<file path="src/hw/fpe_pkg.sv">
/*
 * Shared constants and types of the flash program/erase sequencer.
 * Assumes a 200 MHz pclk and a 32-bit APB master reaching the registers.
 */
`default_nettype none
package fpe_pkg;
   // ***********************************
   // Register map (index, byte address = 4 * index)
   // ***********************************
   localparam logic [11:0] IDX_CMD = 12'hff8;
   localparam logic [11:0] IDX_PAGE = 12'hff9;
   localparam logic [7:0] RST_BYTE = 8'h00;
   localparam logic [7:0] ERASED_BYTE = 8'hff;
   localparam int PAGE_LSB = 9;
   localparam int INFO_EN_BIT = 7;

   // ***********************************
   // Command codes and state codes
   // ***********************************
   localparam logic [7:0] CMD_UNLOCK1 = 8'h73;
   localparam logic [7:0] CMD_UNLOCK2 = 8'h8c;
   localparam logic [7:0] CMD_PAGE_ERASE = 8'h95;
   localparam logic [7:0] CMD_MASS_ERASE = 8'h63;
   localparam logic [7:0] CMD_SECT_ACCESS = 8'h5e;
   localparam logic [5:0] STAT_LOCKED = 6'h00;
   localparam logic [5:0] STAT_FIRST = 6'h01;
   localparam logic [5:0] STAT_SECOND = 6'h02;
   localparam logic [5:0] STAT_UNLOCKED = 6'h03;
   localparam logic [5:0] STAT_SECTSEL = 6'h04;
   localparam logic [2:0] STAT_PROG = 3'h1;
   localparam logic [2:0] STAT_PERASE = 3'h2;
   localparam logic [2:0] STAT_MERASE = 3'h4;

   // ***********************************
   // Timing
   // ***********************************
   localparam int CLK_PERIOD_PS = 5000;
   localparam int PROG_TIME_NS = 40000;
   localparam int PERASE_TIME_US = 10000;
   localparam int MERASE_TIME_US = 200000;
   localparam int PROG_CYCLES = (PROG_TIME_NS * 1000 + CLK_PERIOD_PS - 1) / CLK_PERIOD_PS;
   localparam int PERASE_CYCLES = (PERASE_TIME_US * 1000 + CLK_PERIOD_PS / 1000 - 1)
                                  / (CLK_PERIOD_PS / 1000);
   localparam int MERASE_CYCLES = (MERASE_TIME_US * 1000 + CLK_PERIOD_PS / 1000 - 1)
                                  / (CLK_PERIOD_PS / 1000);

   typedef enum logic [3:0] {
      ST_LOCKED = 4'b0000,
      ST_FIRST = 4'b0001,
      ST_SECOND = 4'b0010,
      ST_ACTIVE = 4'b0011,
      ST_SECTSEL = 4'b0100,
      ST_PROG = 4'b0101,
      ST_PERASE = 4'b0110,
      ST_MERASE = 4'b0111
   } fpe_state_t;

   typedef struct packed {
      logic valid;
      logic dbg;
      logic [15:0] addr;
      logic [7:0] data;
   } fpe_core_req_t;

   typedef struct packed {
      logic re;
      logic we;
      logic page_erase;
      logic mass_erase;
      logic [15:0] addr;
      logic [7:0] wdata;
   } fpe_flash_t;
endpackage
`default_nettype wire

</file>
<file path="src/hw/fpe_controller.sv">
/*
 * Flash program/erase sequencer: command port, state, page selector and
 * sector lock on APB; guards core byte programming and page/mass erase.
 * Assumes the flash array answers a read one cycle after fl.re and erases
 * or programs while the matching strobe's pulse is timed here.
 */
// Chosen here: the APB interface to the registers.
// Function
// - Erased bytes read FFh; programming only clears bits, erase restores ones.
// - Page-erase unlock opens one page; finished mass erase opens all memory.
// - Core stalls during byte programming; clock and peripherals keep running.
// - Any command write other than erase commands ends programming, relocks.
// - Page erase command on an active page erases it, stalling the core.
// - Page erase refused when its sector is locked.
// - Page erase completion releases the core and relocks.
// - Debugger mass erase clears everything, stalls core, then relocks.
// - Debugger access ignores write protect, sector locks and page limit.
// - Debug mode: lock bits writable, no page rewrite, mass erase enabled.
// - Unlock needs two consecutive command writes, first then second code.
// - Unknown or out-of-order command relocks.
// - One address: writes go to command port, reads show state.
// - After first code and sector code, next page write hits sector lock.
// - State code encoding as listed; top two bits read zero.
// - Page field gives address bits 15:9; absent upper bits held zero.
// - Page selector bit 7 maps information area to top 512 bytes.
// - Sector lock bits reset to zero and cannot be cleared by user code.
// - Only one page open at a time; new page needs new unlock.
// - Each lock bit guards one sector; absent sectors held zero.
// - Page rewritten after unlock must match, else relock.
// - Locked sector rejects core program and erase, not debugger.
`default_nettype none
module fpe_controller
   import fpe_pkg::*;
#(
   parameter int ADDR_W = 16,
   parameter int PAGE_BITS = 7,
   parameter int NUM_SECTORS = 8,
   parameter int SECTOR_PAGE_SHIFT = 0,
   parameter int PROG_CYC = PROG_CYCLES,
   parameter int PERASE_CYC = PERASE_CYCLES,
   parameter int MERASE_CYC = MERASE_CYCLES
) (
   input wire logic pclk,
   input wire logic presetn,
   input wire logic psel,
   input wire logic penable,
   input wire logic pwrite,
   input wire logic [ADDR_W-1:0] paddr,
   input wire logic [31:0] pwdata,
   output logic [31:0] prdata,
   output logic pready,
   output logic pslverr,
   input wire logic debug_access,
   input wire logic write_protect_option,
   input wire fpe_core_req_t core_req,
   output logic core_done,
   output logic core_refused,
   output logic cpu_stall,
   output logic info_map_en,
   output fpe_flash_t fl,
   input wire logic [7:0] fl_rdata
);
   typedef struct packed {
      fpe_state_t st;
      logic [2:0] sub;
      logic [7:0] page_sel;
      logic [7:0] sector_lock;
      logic mass_open;
      logic ret_active;
      logic pready;
      logic pslverr;
      logic [31:0] prdata;
      logic core_done;
      logic core_refused;
      logic cpu_stall;
      logic tmr_start;
      logic [31:0] tmr_load;
      fpe_flash_t fl;
   } fpe_regs_t;

   fpe_regs_t r_reg, r_next;
   logic tmr_done;
   logic acc, wr_cmd, wr_page, rd_cmd, rd_page, dbg, wp_ok, prog_ok;
   logic [7:0] wbyte;

   initial begin
      if (ADDR_W < 14 || PAGE_BITS < 1 || PAGE_BITS > 7 || NUM_SECTORS < 1
          || NUM_SECTORS > 8 || PROG_CYC < 1 || PERASE_CYC < 1 || MERASE_CYC < 1) begin
         $error("fpe_controller: parameter out of range");
      end
   end

   // ***********************************
   // Helpers
   // ***********************************
   function automatic logic hit(input logic [ADDR_W-1:0] a, input logic [11:0] idx);
      return a == ADDR_W'({idx, 2'b00});
   endfunction

   // Sector of a page, with sectors beyond the fitted memory treated as open
   function automatic logic sect_locked(input logic [6:0] page, input logic [7:0] lock);
      logic [6:0] s;
      s = page >> SECTOR_PAGE_SHIFT;
      return (s < 7'(NUM_SECTORS)) ? lock[s[2:0]] : 1'b0;
   endfunction

   function automatic logic [7:0] page_mask(input logic [7:0] v);
      return {v[INFO_EN_BIT], v[6:0] & 7'((1 << PAGE_BITS) - 1)};
   endfunction

   function automatic logic [5:0] stat_code(input fpe_regs_t r);
      logic [5:0] c;
      c = STAT_LOCKED;
      unique case (r.st)
         ST_LOCKED: c = STAT_LOCKED;
         ST_FIRST: c = STAT_FIRST;
         ST_SECOND: c = STAT_SECOND;
         ST_ACTIVE: c = STAT_UNLOCKED;
         ST_SECTSEL: c = STAT_SECTSEL;
         ST_PROG: c = {STAT_PROG, r.sub};
         ST_PERASE: c = {STAT_PERASE, r.sub};
         ST_MERASE: c = {STAT_MERASE, r.sub};
         default: c = STAT_LOCKED;
      endcase
      return c;
   endfunction

   fpe_op_timer #(.WIDTH(32)) u_timer (
      .pclk(pclk),
      .presetn(presetn),
      .start(r_reg.tmr_start),
      .load(r_reg.tmr_load),
      .done(tmr_done)
   );

   // ***********************************
   // Next state
   // ***********************************
   always_comb begin
      r_next = r_reg;
      acc = psel && penable && r_reg.pready;
      wr_cmd = acc && pwrite && hit(paddr, IDX_CMD);
      wr_page = acc && pwrite && hit(paddr, IDX_PAGE);
      rd_cmd = psel && penable && !r_reg.pready && !pwrite && hit(paddr, IDX_CMD);
      rd_page = psel && penable && !r_reg.pready && !pwrite && hit(paddr, IDX_PAGE);
      wbyte = pwdata[7:0];
      dbg = debug_access;
      wp_ok = write_protect_option;
      // Debugger ignores page limit, write protect and sector locks
      prog_ok = (core_req.dbg || (wp_ok && !sect_locked(core_req.addr[15:9],
                 r_reg.sector_lock)))
                && ((r_reg.st == ST_ACTIVE && (core_req.dbg
                     || core_req.addr[15:9] == r_reg.page_sel[6:0]))
                    || (r_reg.st == ST_LOCKED && r_reg.mass_open));
      r_next.pready = psel && penable && !r_reg.pready;
      r_next.pslverr = psel && penable && !r_reg.pready
                       && !hit(paddr, IDX_CMD) && !hit(paddr, IDX_PAGE);
      r_next.prdata = '0;
      if (rd_cmd) begin
         r_next.prdata = {24'h0, 2'b00, stat_code(r_reg)};
      end else if (rd_page) begin
         r_next.prdata = {24'h0, (r_reg.st == ST_SECTSEL) ? r_reg.sector_lock : r_reg.page_sel};
      end
      r_next.core_done = 1'b0;
      r_next.core_refused = 1'b0;
      r_next.tmr_start = 1'b0;
      r_next.fl.re = 1'b0;
      r_next.fl.we = 1'b0;
      r_next.fl.page_erase = 1'b0;
      r_next.fl.mass_erase = 1'b0;
      if (wr_cmd) begin
         r_next.mass_open = 1'b0;
      end
      unique case (r_reg.st)
         ST_LOCKED: begin
            if (wr_cmd) begin
               r_next.st = (wbyte == CMD_UNLOCK1) ? ST_FIRST : ST_LOCKED;
            end else if (wr_page) begin
               r_next.page_sel = page_mask(wbyte);
            end
         end
         ST_FIRST: begin
            if (wr_cmd) begin
               if (wbyte == CMD_UNLOCK2) begin
                  r_next.st = dbg ? ST_ACTIVE : ST_SECOND;
               end else if (wbyte == CMD_SECT_ACCESS) begin
                  r_next.st = ST_SECTSEL;
               end else begin
                  r_next.st = ST_LOCKED;
               end
            end else if (wr_page) begin
               r_next.page_sel = page_mask(wbyte);
            end
         end
         ST_SECOND: begin
            if (wr_cmd) begin
               r_next.st = ST_LOCKED;
            end else if (wr_page) begin
               // The rewrite guards against a stray page write opening a page
               r_next.st = (page_mask(wbyte) == r_reg.page_sel) ? ST_ACTIVE : ST_LOCKED;
            end
         end
         ST_SECTSEL: begin
            if (wr_cmd) begin
               r_next.st = ST_LOCKED;
            end else if (wr_page) begin
               // User code can only add protection; debugger may clear
               r_next.sector_lock = (dbg ? wbyte : (r_reg.sector_lock | wbyte))
                                    & 8'((1 << NUM_SECTORS) - 1);
               r_next.st = ST_LOCKED;
            end
         end
         ST_ACTIVE: begin
            if (wr_cmd) begin
               if (wbyte == CMD_PAGE_ERASE && (dbg || (wp_ok
                   && !sect_locked(r_reg.page_sel[6:0], r_reg.sector_lock)))) begin
                  r_next.st = ST_PERASE;
                  r_next.sub = 3'h0;
               end else if (wbyte == CMD_MASS_ERASE && dbg) begin
                  r_next.st = ST_MERASE;
                  r_next.sub = 3'h0;
               end else begin
                  r_next.st = ST_LOCKED;
               end
            end else if (wr_page && dbg) begin
               r_next.page_sel = page_mask(wbyte);
            end
         end
         ST_PROG: begin
            unique case (r_reg.sub)
               3'h0: r_next.sub = 3'h1;
               3'h1: begin
                  // Read-merge keeps bits already at zero; ones only via erase
                  r_next.fl.wdata = fl_rdata & r_reg.fl.wdata;
                  r_next.fl.we = 1'b1;
                  r_next.tmr_start = 1'b1;
                  r_next.tmr_load = 32'(PROG_CYC);
                  r_next.sub = 3'h2;
               end
               default: begin
                  if (tmr_done) begin
                     r_next.st = r_reg.ret_active ? ST_ACTIVE : ST_LOCKED;
                     r_next.cpu_stall = 1'b0;
                     r_next.core_done = 1'b1;
                  end
               end
            endcase
         end
         ST_PERASE, ST_MERASE: begin
            if (r_reg.sub == 3'h0) begin
               r_next.fl.page_erase = (r_reg.st == ST_PERASE);
               r_next.fl.mass_erase = (r_reg.st == ST_MERASE);
               r_next.fl.addr = (r_reg.st == ST_PERASE)
                                ? {r_reg.page_sel[6:0], 9'h000} : 16'h0000;
               r_next.tmr_start = 1'b1;
               r_next.tmr_load = (r_reg.st == ST_PERASE) ? 32'(PERASE_CYC) : 32'(MERASE_CYC);
               r_next.cpu_stall = 1'b1;
               r_next.sub = 3'h1;
            end else if (tmr_done) begin
               r_next.mass_open = (r_reg.st == ST_MERASE);
               r_next.st = ST_LOCKED;
               r_next.cpu_stall = 1'b0;
               r_next.sub = 3'h0;
            end
         end
         default: r_next.st = ST_LOCKED;
      endcase
      // Core byte program; in locked and active states refusals answer at once, other states hold the request
      if (core_req.valid && !r_reg.core_done && !r_reg.core_refused && !wr_cmd
          && (r_reg.st == ST_ACTIVE || r_reg.st == ST_LOCKED)) begin
         if (prog_ok) begin
            r_next.ret_active = (r_reg.st == ST_ACTIVE);
            r_next.st = ST_PROG;
            r_next.sub = 3'h0;
            r_next.cpu_stall = 1'b1;
            r_next.fl.re = 1'b1;
            r_next.fl.addr = core_req.addr;
            r_next.fl.wdata = core_req.data;
         end else begin
            r_next.core_refused = 1'b1;
         end
      end
   end

   always_ff @(posedge pclk or negedge presetn) begin
      if (!presetn) begin
         r_reg <= '0;
      end else begin
         r_reg <= r_next;
      end
   end

   assign prdata = r_reg.prdata;
   assign pready = r_reg.pready;
   assign pslverr = r_reg.pslverr;
   assign core_done = r_reg.core_done;
   assign core_refused = r_reg.core_refused;
   assign cpu_stall = r_reg.cpu_stall;
   assign info_map_en = r_reg.page_sel[INFO_EN_BIT];
   assign fl = r_reg.fl;
endmodule
`default_nettype wire

</file>
<file path="src/hw/fpe_op_timer.sv">
/*
 * Down counter that times one program or erase pulse.
 * Assumes start is a one-cycle pulse and load is at least one.
 */
`default_nettype none
module fpe_op_timer
   import fpe_pkg::*;
#(
   parameter int WIDTH = 32
) (
   input wire logic pclk,
   input wire logic presetn,
   input wire logic start,
   input wire logic [WIDTH-1:0] load,
   output logic done
);
   typedef struct packed {
      logic busy;
      logic done;
      logic [WIDTH-1:0] cnt;
   } fpe_tmr_t;

   fpe_tmr_t r_reg, r_next;

   initial begin
      if (WIDTH < 2 || WIDTH > 32) begin
         $error("fpe_op_timer: WIDTH out of range");
      end
   end

   always_comb begin
      r_next = r_reg;
      r_next.done = 1'b0;
      if (start) begin
         r_next.busy = 1'b1;
         r_next.cnt = load;
      end else if (r_reg.busy) begin
         if (r_reg.cnt <= WIDTH'(1)) begin
            r_next.busy = 1'b0;
            r_next.done = 1'b1;
         end else begin
            r_next.cnt = r_reg.cnt - WIDTH'(1);
         end
      end
   end

   always_ff @(posedge pclk or negedge presetn) begin
      if (!presetn) begin
         r_reg <= '0;
      end else begin
         r_reg <= r_next;
      end
   end

   assign done = r_reg.done;
endmodule
`default_nettype wire

</file>
<file path="config.mk">
export PLATFORM = sky130hd
export DESIGN_NAME = fpe_controller
export DESIGN_NICKNAME = d
export VERILOG_FILES = /design/src/hw/fpe_pkg.sv /design/src/hw/fpe_controller.sv /design/src/hw/fpe_op_timer.sv
export SDC_FILE = /design/constraint.sdc
export NUM_CORES = 1
export LEC_CHECK = 0
export ABC_CLOCK_PERIOD_IN_PS = 5210
export BUFFER_PORTS_ARGS = -buffer_cell sky130_fd_sc_hd__buf_2
export CORE_AREA = 2 2 79 138
export CTS_BUF_LIST = sky130_fd_sc_hd__clkbuf_4 sky130_fd_sc_hd__clkbuf_8
export DETAILED_ROUTE_END_ITERATION = 8
export DIE_AREA = 0 0 81 140
export GPL_TIMING_DRIVEN = 0
export PLACE_DENSITY = 0.95
export SYNTH_ARGS = -nofsm -noshare
export SYNTH_HDL_FRONTEND = slang
export SYNTH_SLANG_ARGS = --single-unit
</file>
<file path="constraint.sdc">
create_clock -name pclk -period 5.21 [get_ports pclk]
set_input_delay 1.042 -clock pclk [delete_from_list [all_inputs] [get_ports pclk]]
set_output_delay 1.042 -clock pclk [all_outputs]
set_load 0.005 [all_outputs]
</file>
# Yosys cells after proc, flatten, opt, wreduce, memory -nomap -nowiden
# Cells that the tools add are included.
# W data, S select, Z words.
[op_classes] n_lt_le_gt_ge=5 eq_ne=24 n_addsub=1 reduce_logical=50 n_bitwise=3 n_mux=76
[ops] cell="$mux W8" n=10
[ops] cell="$pmux W34 S2" n=1
[ops] cell="$mux W33" n=2
[ops] cell="$mux W32" n=2
[ops] cell="$mux W24" n=2
[ops] cell="$pmux W6 S7" n=1
[ops] cell="$mux W18" n=2
[ops] cell="$mux W4" n=9
[ops] cell="$mux W7" n=5
[ops] cell="$mux W34" n=1
[ops] cell="$eq A16 B14 Y1 const B" n=2
[ops] cell="$le A32 B1 Y1 const B" n=1
[ops] cell="$sub A32 B1 Y32 const B" n=1
[ops] cell="$pmux W4 S7" n=1
[ops] cell="$mux W26" n=1
[ops] cell="$eq A8 B7 Y1 const B" n=3
[ops] cell="$mux W1" n=24
[ops] cell="$logic_and A1 B1 Y1" n=23
[ops] cell="$eq A4 B3 Y1 const B" n=4
[ops] cell="$eq A8 B8 Y1 const B" n=2
[ops] cell="$mux W16" n=1
[ops] cell="$pmux W8 S2" n=1
[ops] cell="$mux W3" n=5
[ops] cell="$lt A7 B4 Y1 const B" n=2
[ops] cell="other kinds (24)" n=53
[word_totals] output_inout_bits=66 inputBits=89 reg_bits=157

# Longest topological paths before layout
[logic_depth] word_depth=12 mapped_depth=9

# By module
# A second synthesis with hierarchy kept.
[hier_totals] cells_unflattened=684 hier_area_um2=6408.6
[modules_own_cells] mod="fpe_controller" area_each_um2=4214.0 cells_per_inst=433 instances=1
[modules_own_cells] mod="fpe_op_timer" area_each_um2=2194.6 cells_per_inst=251 instances=1

# Worst setup path after synthesis
# No wires, ideal clock.
[synth_path] kind="input-to-reg" start="in core_req[17] (netlist bit)" end="reg r_reg, in the netlist fl[0]" t_required_ps=5074 stages=8 setup_ps=136 path_buffers=3 slack_ps=2291 arrival_time_ps=2784 cell_sequence="clkbuf_1 mux2_2 o311ai_0 o31ai_1 nor3_1 buf_2 clkbuf_1 o21ai_0"
[synth_lines] item="start: declaration" line_no="fpe_controller.sv:55" rtl="input wire fpe_core_req_t core_req,"
[synth_lines] item="end signal: assignment" line_no="fpe_controller.sv:289" rtl="r_reg <= r_next;"
[synth_lines] item="end: declaration" line_no="fpe_controller.sv:81" rtl="fpe_regs_t r_reg, r_next;"

# Final worst setup path
[layout_path] start="in paddr[1]" end="reg r_reg[106] (netlist bit)"
[layout_between] elab_chain_cells=4 word_cells_on_any_way=6 cone_classes="eq/ne (2); bitwise (1); reduce/logical (3)"
[layout_lines] item="start: declaration" line_no="fpe_controller.sv:48" rtl="input wire logic [ADDR_W-1:0] paddr,"
[layout_lines] item="$eq A16 B14 Y1" line_no="fpe_controller.sv:97" rtl="return a == ADDR_W'({idx, 2'b00});"
[layout_lines] item="$logic_and A1 B1 Y1" line_no="fpe_controller.sv:142" rtl="wr_cmd = acc && pwrite && hit(paddr, IDX_CMD);"
[layout_lines] item="$not A1 Y1 (no source line)"
[layout_lines] item="$reduce_and A3 Y1 (no source line) (*)"
# Mark *: on every way between the ends. The rest lies on a longest branch, timed or not.
# A chain may end at the register's enable or synchronous reset.

==> results.ini <==
[status]
outcome=completed

[placed_design]
dp_hpwl_um=12000
finalWeightedCongestion=0.982
buffer_ports.inserted=104

[routing]
drt_first_pass_iters=5
routed-via-count=5524
dr_vias_cell=6.05
route.detailed.drc=0
route.final.wire_length_um=16100
final_antenna_net_count=0
drt-wirelength-per-cell_um=17.6
drt-initial-drc-count=419

[sta]
hold_ws_ns=0.495
slew_viol_final=0
clock_skew_ns=0.0173
finalSetupTns_ns=0
finalHoldViolCount=0
slew_worst_pin_ns=1.21
final_period_minus_worst_setup_slack_ns=3.46
layout_worst_path_cycle_share=0.665
final-setup-viol-count=0
worst_slew_margin_rel=0.185
max_freq_ghz=0.289
grt_setup_unrepaired=false

[die]
num_io_pins=155
chipHeight_um=140
dieWidth_um=81
initial_standard_cell_utilization_of_the_core=0.595
die_area_um2=11300
core_region_area_um2=10200
std_cell_rows=49

[clock_network]
cts_tree=built
path_clk_slew_ns=0.12
count_of_cells_resized_by_post_cts_repair=0
cts_hold_repair.buffers=0
clkSinkCount=107
clock_path_buffers=2
cts.htree.levels=3
number_of_buffers_created_by_cts=9
cts-root-buf=sky130_fd_sc_hd__clkbuf_8
clk-insertion-delay-late_ns=0.38
postcts_setup_bufs=0

[finish]
largest_register_ff_count=33
syn_to_final_growth_pct=16.8
final.fill_count=794
layout_common_cells=sky130_fd_sc_hd__dfrtp_1, sky130_fd_sc_hd__buf_2, sky130_fd_sc_hd__nand2_1
multi_input_area_um2=2840
layout-drive-gt1-share=0.277
mostFrequentLayoutCell=sky130_fd_sc_hd__dfrtp_1
ff_latch_area_um2=2680
antennaDiodeCount=0
nets=872

[run]
timing.max_cap.violations=0

[worst_setup_path]
timing.reg2reg.setup_slack_ns=2.32
crit-reg2reg-launch=u_timer.r_reg[5]$_DFFE_PN0P_
crit_path_end_kind=flop
critical_path_arrival_ns=3.75
timing.critical_path.from=paddr[1]
critPathMaxFanout=9
timing.setup.critical_path_class=in2reg
reg2reg_depth=6
crit_required_ns=5.49
r2r_end=u_timer.r_reg[21]$_DFFE_PN0P_
crit_path_launch_type=primary input

[yosys]
number_of_enable_type_register_cells_in_the_synthesized_netlist=0
synth-seq-area-share=0.443
synth_async_sr_flop_share=1.00
yosys_warnings=0
synthFlopType=sky130_fd_sc_hd__dfrtp_1
synthCells=641
postSynthRegisterBits=107
synth_cell_type_count=74
avgSynthCellArea_um2=9.44
synthTopCellsByArea=sky130_fd_sc_hd__dfrtp_1, sky130_fd_sc_hd__buf_4, sky130_fd_sc_hd__nand2_1
share_of_the_synthesized_area_in_the_top_cell_type=0.443
synthDominantAreaCellType=sky130_fd_sc_hd__dfrtp_1
netlist_area_um2=6050

[pwr]
pwr_density_cell_nw_per_um2=371
power.ir.vdd_worst_v=0.000268
total_power_mw=2.62
power_leakage_nw=3.41

[global_routing]
antenna_found_initial=0
grt_max_degree=57
grt_usage=0.292
global_route_wire_length_before_repair_um=25600
grt_pass1_vias=5438
gr-total-overflow=0

[hold_path]
min_path_type=reg2reg
hold-path-endpoint=r_reg[45]$_DFFE_PN0P_
hold_path_startpoint=r_reg[45]$_DFFE_PN0P_
whs_path_depth=2

area by class of cell:
cell class	count	share of cell area
clock buffer	10	0.0186
multi-input combinational	458	0.402
clock inverter	6	0.0119
timing repair buffer	105	0.0779
buffer	89	0.0825
tap	127	0.0225
sequential	107	0.379
inverter	11	0.00584
per-stage QoR:
step	setup WS, ns	utilization	cells	cell area (um2)
2_1_floorplan	2.29	-	665	6140
3_3_place_gp	1.46	0.670	896	6820
3_5_place_dp	1.44	0.673	897	6850
4_1_cts	1.84	0.694	913	7070
5_1_grt	1.68	0.694	913	7070
6_report	1.75	0.694	913	7070
Yosys cell counts (3+ instances only):
cell type,count
sky130_fd_sc_hd__nand3_1,13
sky130_fd_sc_hd__a21oi_1,17
sky130_fd_sc_hd__clkbuf_1,22
sky130_fd_sc_hd__or2_2,4
sky130_fd_sc_hd__o311ai_0,3
sky130_fd_sc_hd__nor4_1,14
sky130_fd_sc_hd__or4_1,5
sky130_fd_sc_hd__o2111ai_1,3
sky130_fd_sc_hd__xor2_1,24
sky130_fd_sc_hd__nor2_1,37
sky130_fd_sc_hd__o32ai_1,5
sky130_fd_sc_hd__xnor2_1,11
sky130_fd_sc_hd__o22ai_1,4
sky130_fd_sc_hd__nor3b_1,3
sky130_fd_sc_hd__inv_1,10
sky130_fd_sc_hd__nor4b_1,3
sky130_fd_sc_hd__nand2b_1,7
sky130_fd_sc_hd__nand2_1,85
sky130_fd_sc_hd__o21ai_0,41
sky130_fd_sc_hd__a22o_1,8
sky130_fd_sc_hd__buf_4,62
sky130_fd_sc_hd__nor2b_1,8
sky130_fd_sc_hd__nor3_1,23
sky130_fd_sc_hd__dfrtp_1,107
sky130_fd_sc_hd__nand4b_1,6
sky130_fd_sc_hd__a22oi_1,9
sky130_fd_sc_hd__mux2_2,14
sky130_fd_sc_hd__o211ai_1,4
sky130_fd_sc_hd__mux2i_1,11
sky130_fd_sc_hd__nand4_1,9
sky130_fd_sc_hd__o31ai_1,4
sky130_fd_sc_hd__or3_1,9
report_power, final:
part           total [mW]  switching (mW)  leakage, nW  internal, mW
sequential           1.15           0.149         1.42          1.00
clock               0.562           0.322        0.110         0.240
combinational       0.907           0.485         1.89         0.421
critical path, stage by stage:
cell and delay (ns):
sky130_fd_sc_hd__buf_2 0.09, sky130_fd_sc_hd__or3_1 0.40, sky130_fd_sc_hd__nor4_1 0.84, sky130_fd_sc_hd__nand3_1 0.21, sky130_fd_sc_hd__nor2_1 0.54, sky130_fd_sc_hd__nand2_1 0.35
sky130_fd_sc_hd__a22o_1 0.27
worst max path at each step:
stage | endpoint | slack (ns)
after CTS | r_reg[101]$_DFFE_PN0P_ | 1.84
after floorplan | fl[0]$_DFF_PN0_ | 2.29
after global placement | r_reg[104]$_DFFE_PN0P_ | 1.46
final | r_reg[106]$_DFFE_PN0P_ | 1.75
after detailed placement | r_reg[106]$_DFFE_PN0P_ | 1.44
after global routing | r_reg[102]$_DFFE_PN0P_ | 1.68
cells by family after synthesis:
kind of cell,after synthesis,share of synthesized area
adders and majority gates,2,0.00413
other,1,0.000620
and+or+nand+nor,246,0.213
AOI/OAI and AO/OA,125,0.142
muxes,25,0.0443
buffers and inverters,100,0.103
xor gates and xnor gates,35,0.0507
DFF,107,0.443
routing by layer:
layer	GRT usage	up-vias	share of wire
met5	0	-	0
li1	-	2504	-
met1	0.309	2650	0.34
met4	0.171	0	0.058
met3	0.0490	83	0.052
met2	0.524	287	0.55
(Power assumes the default switching activity.)
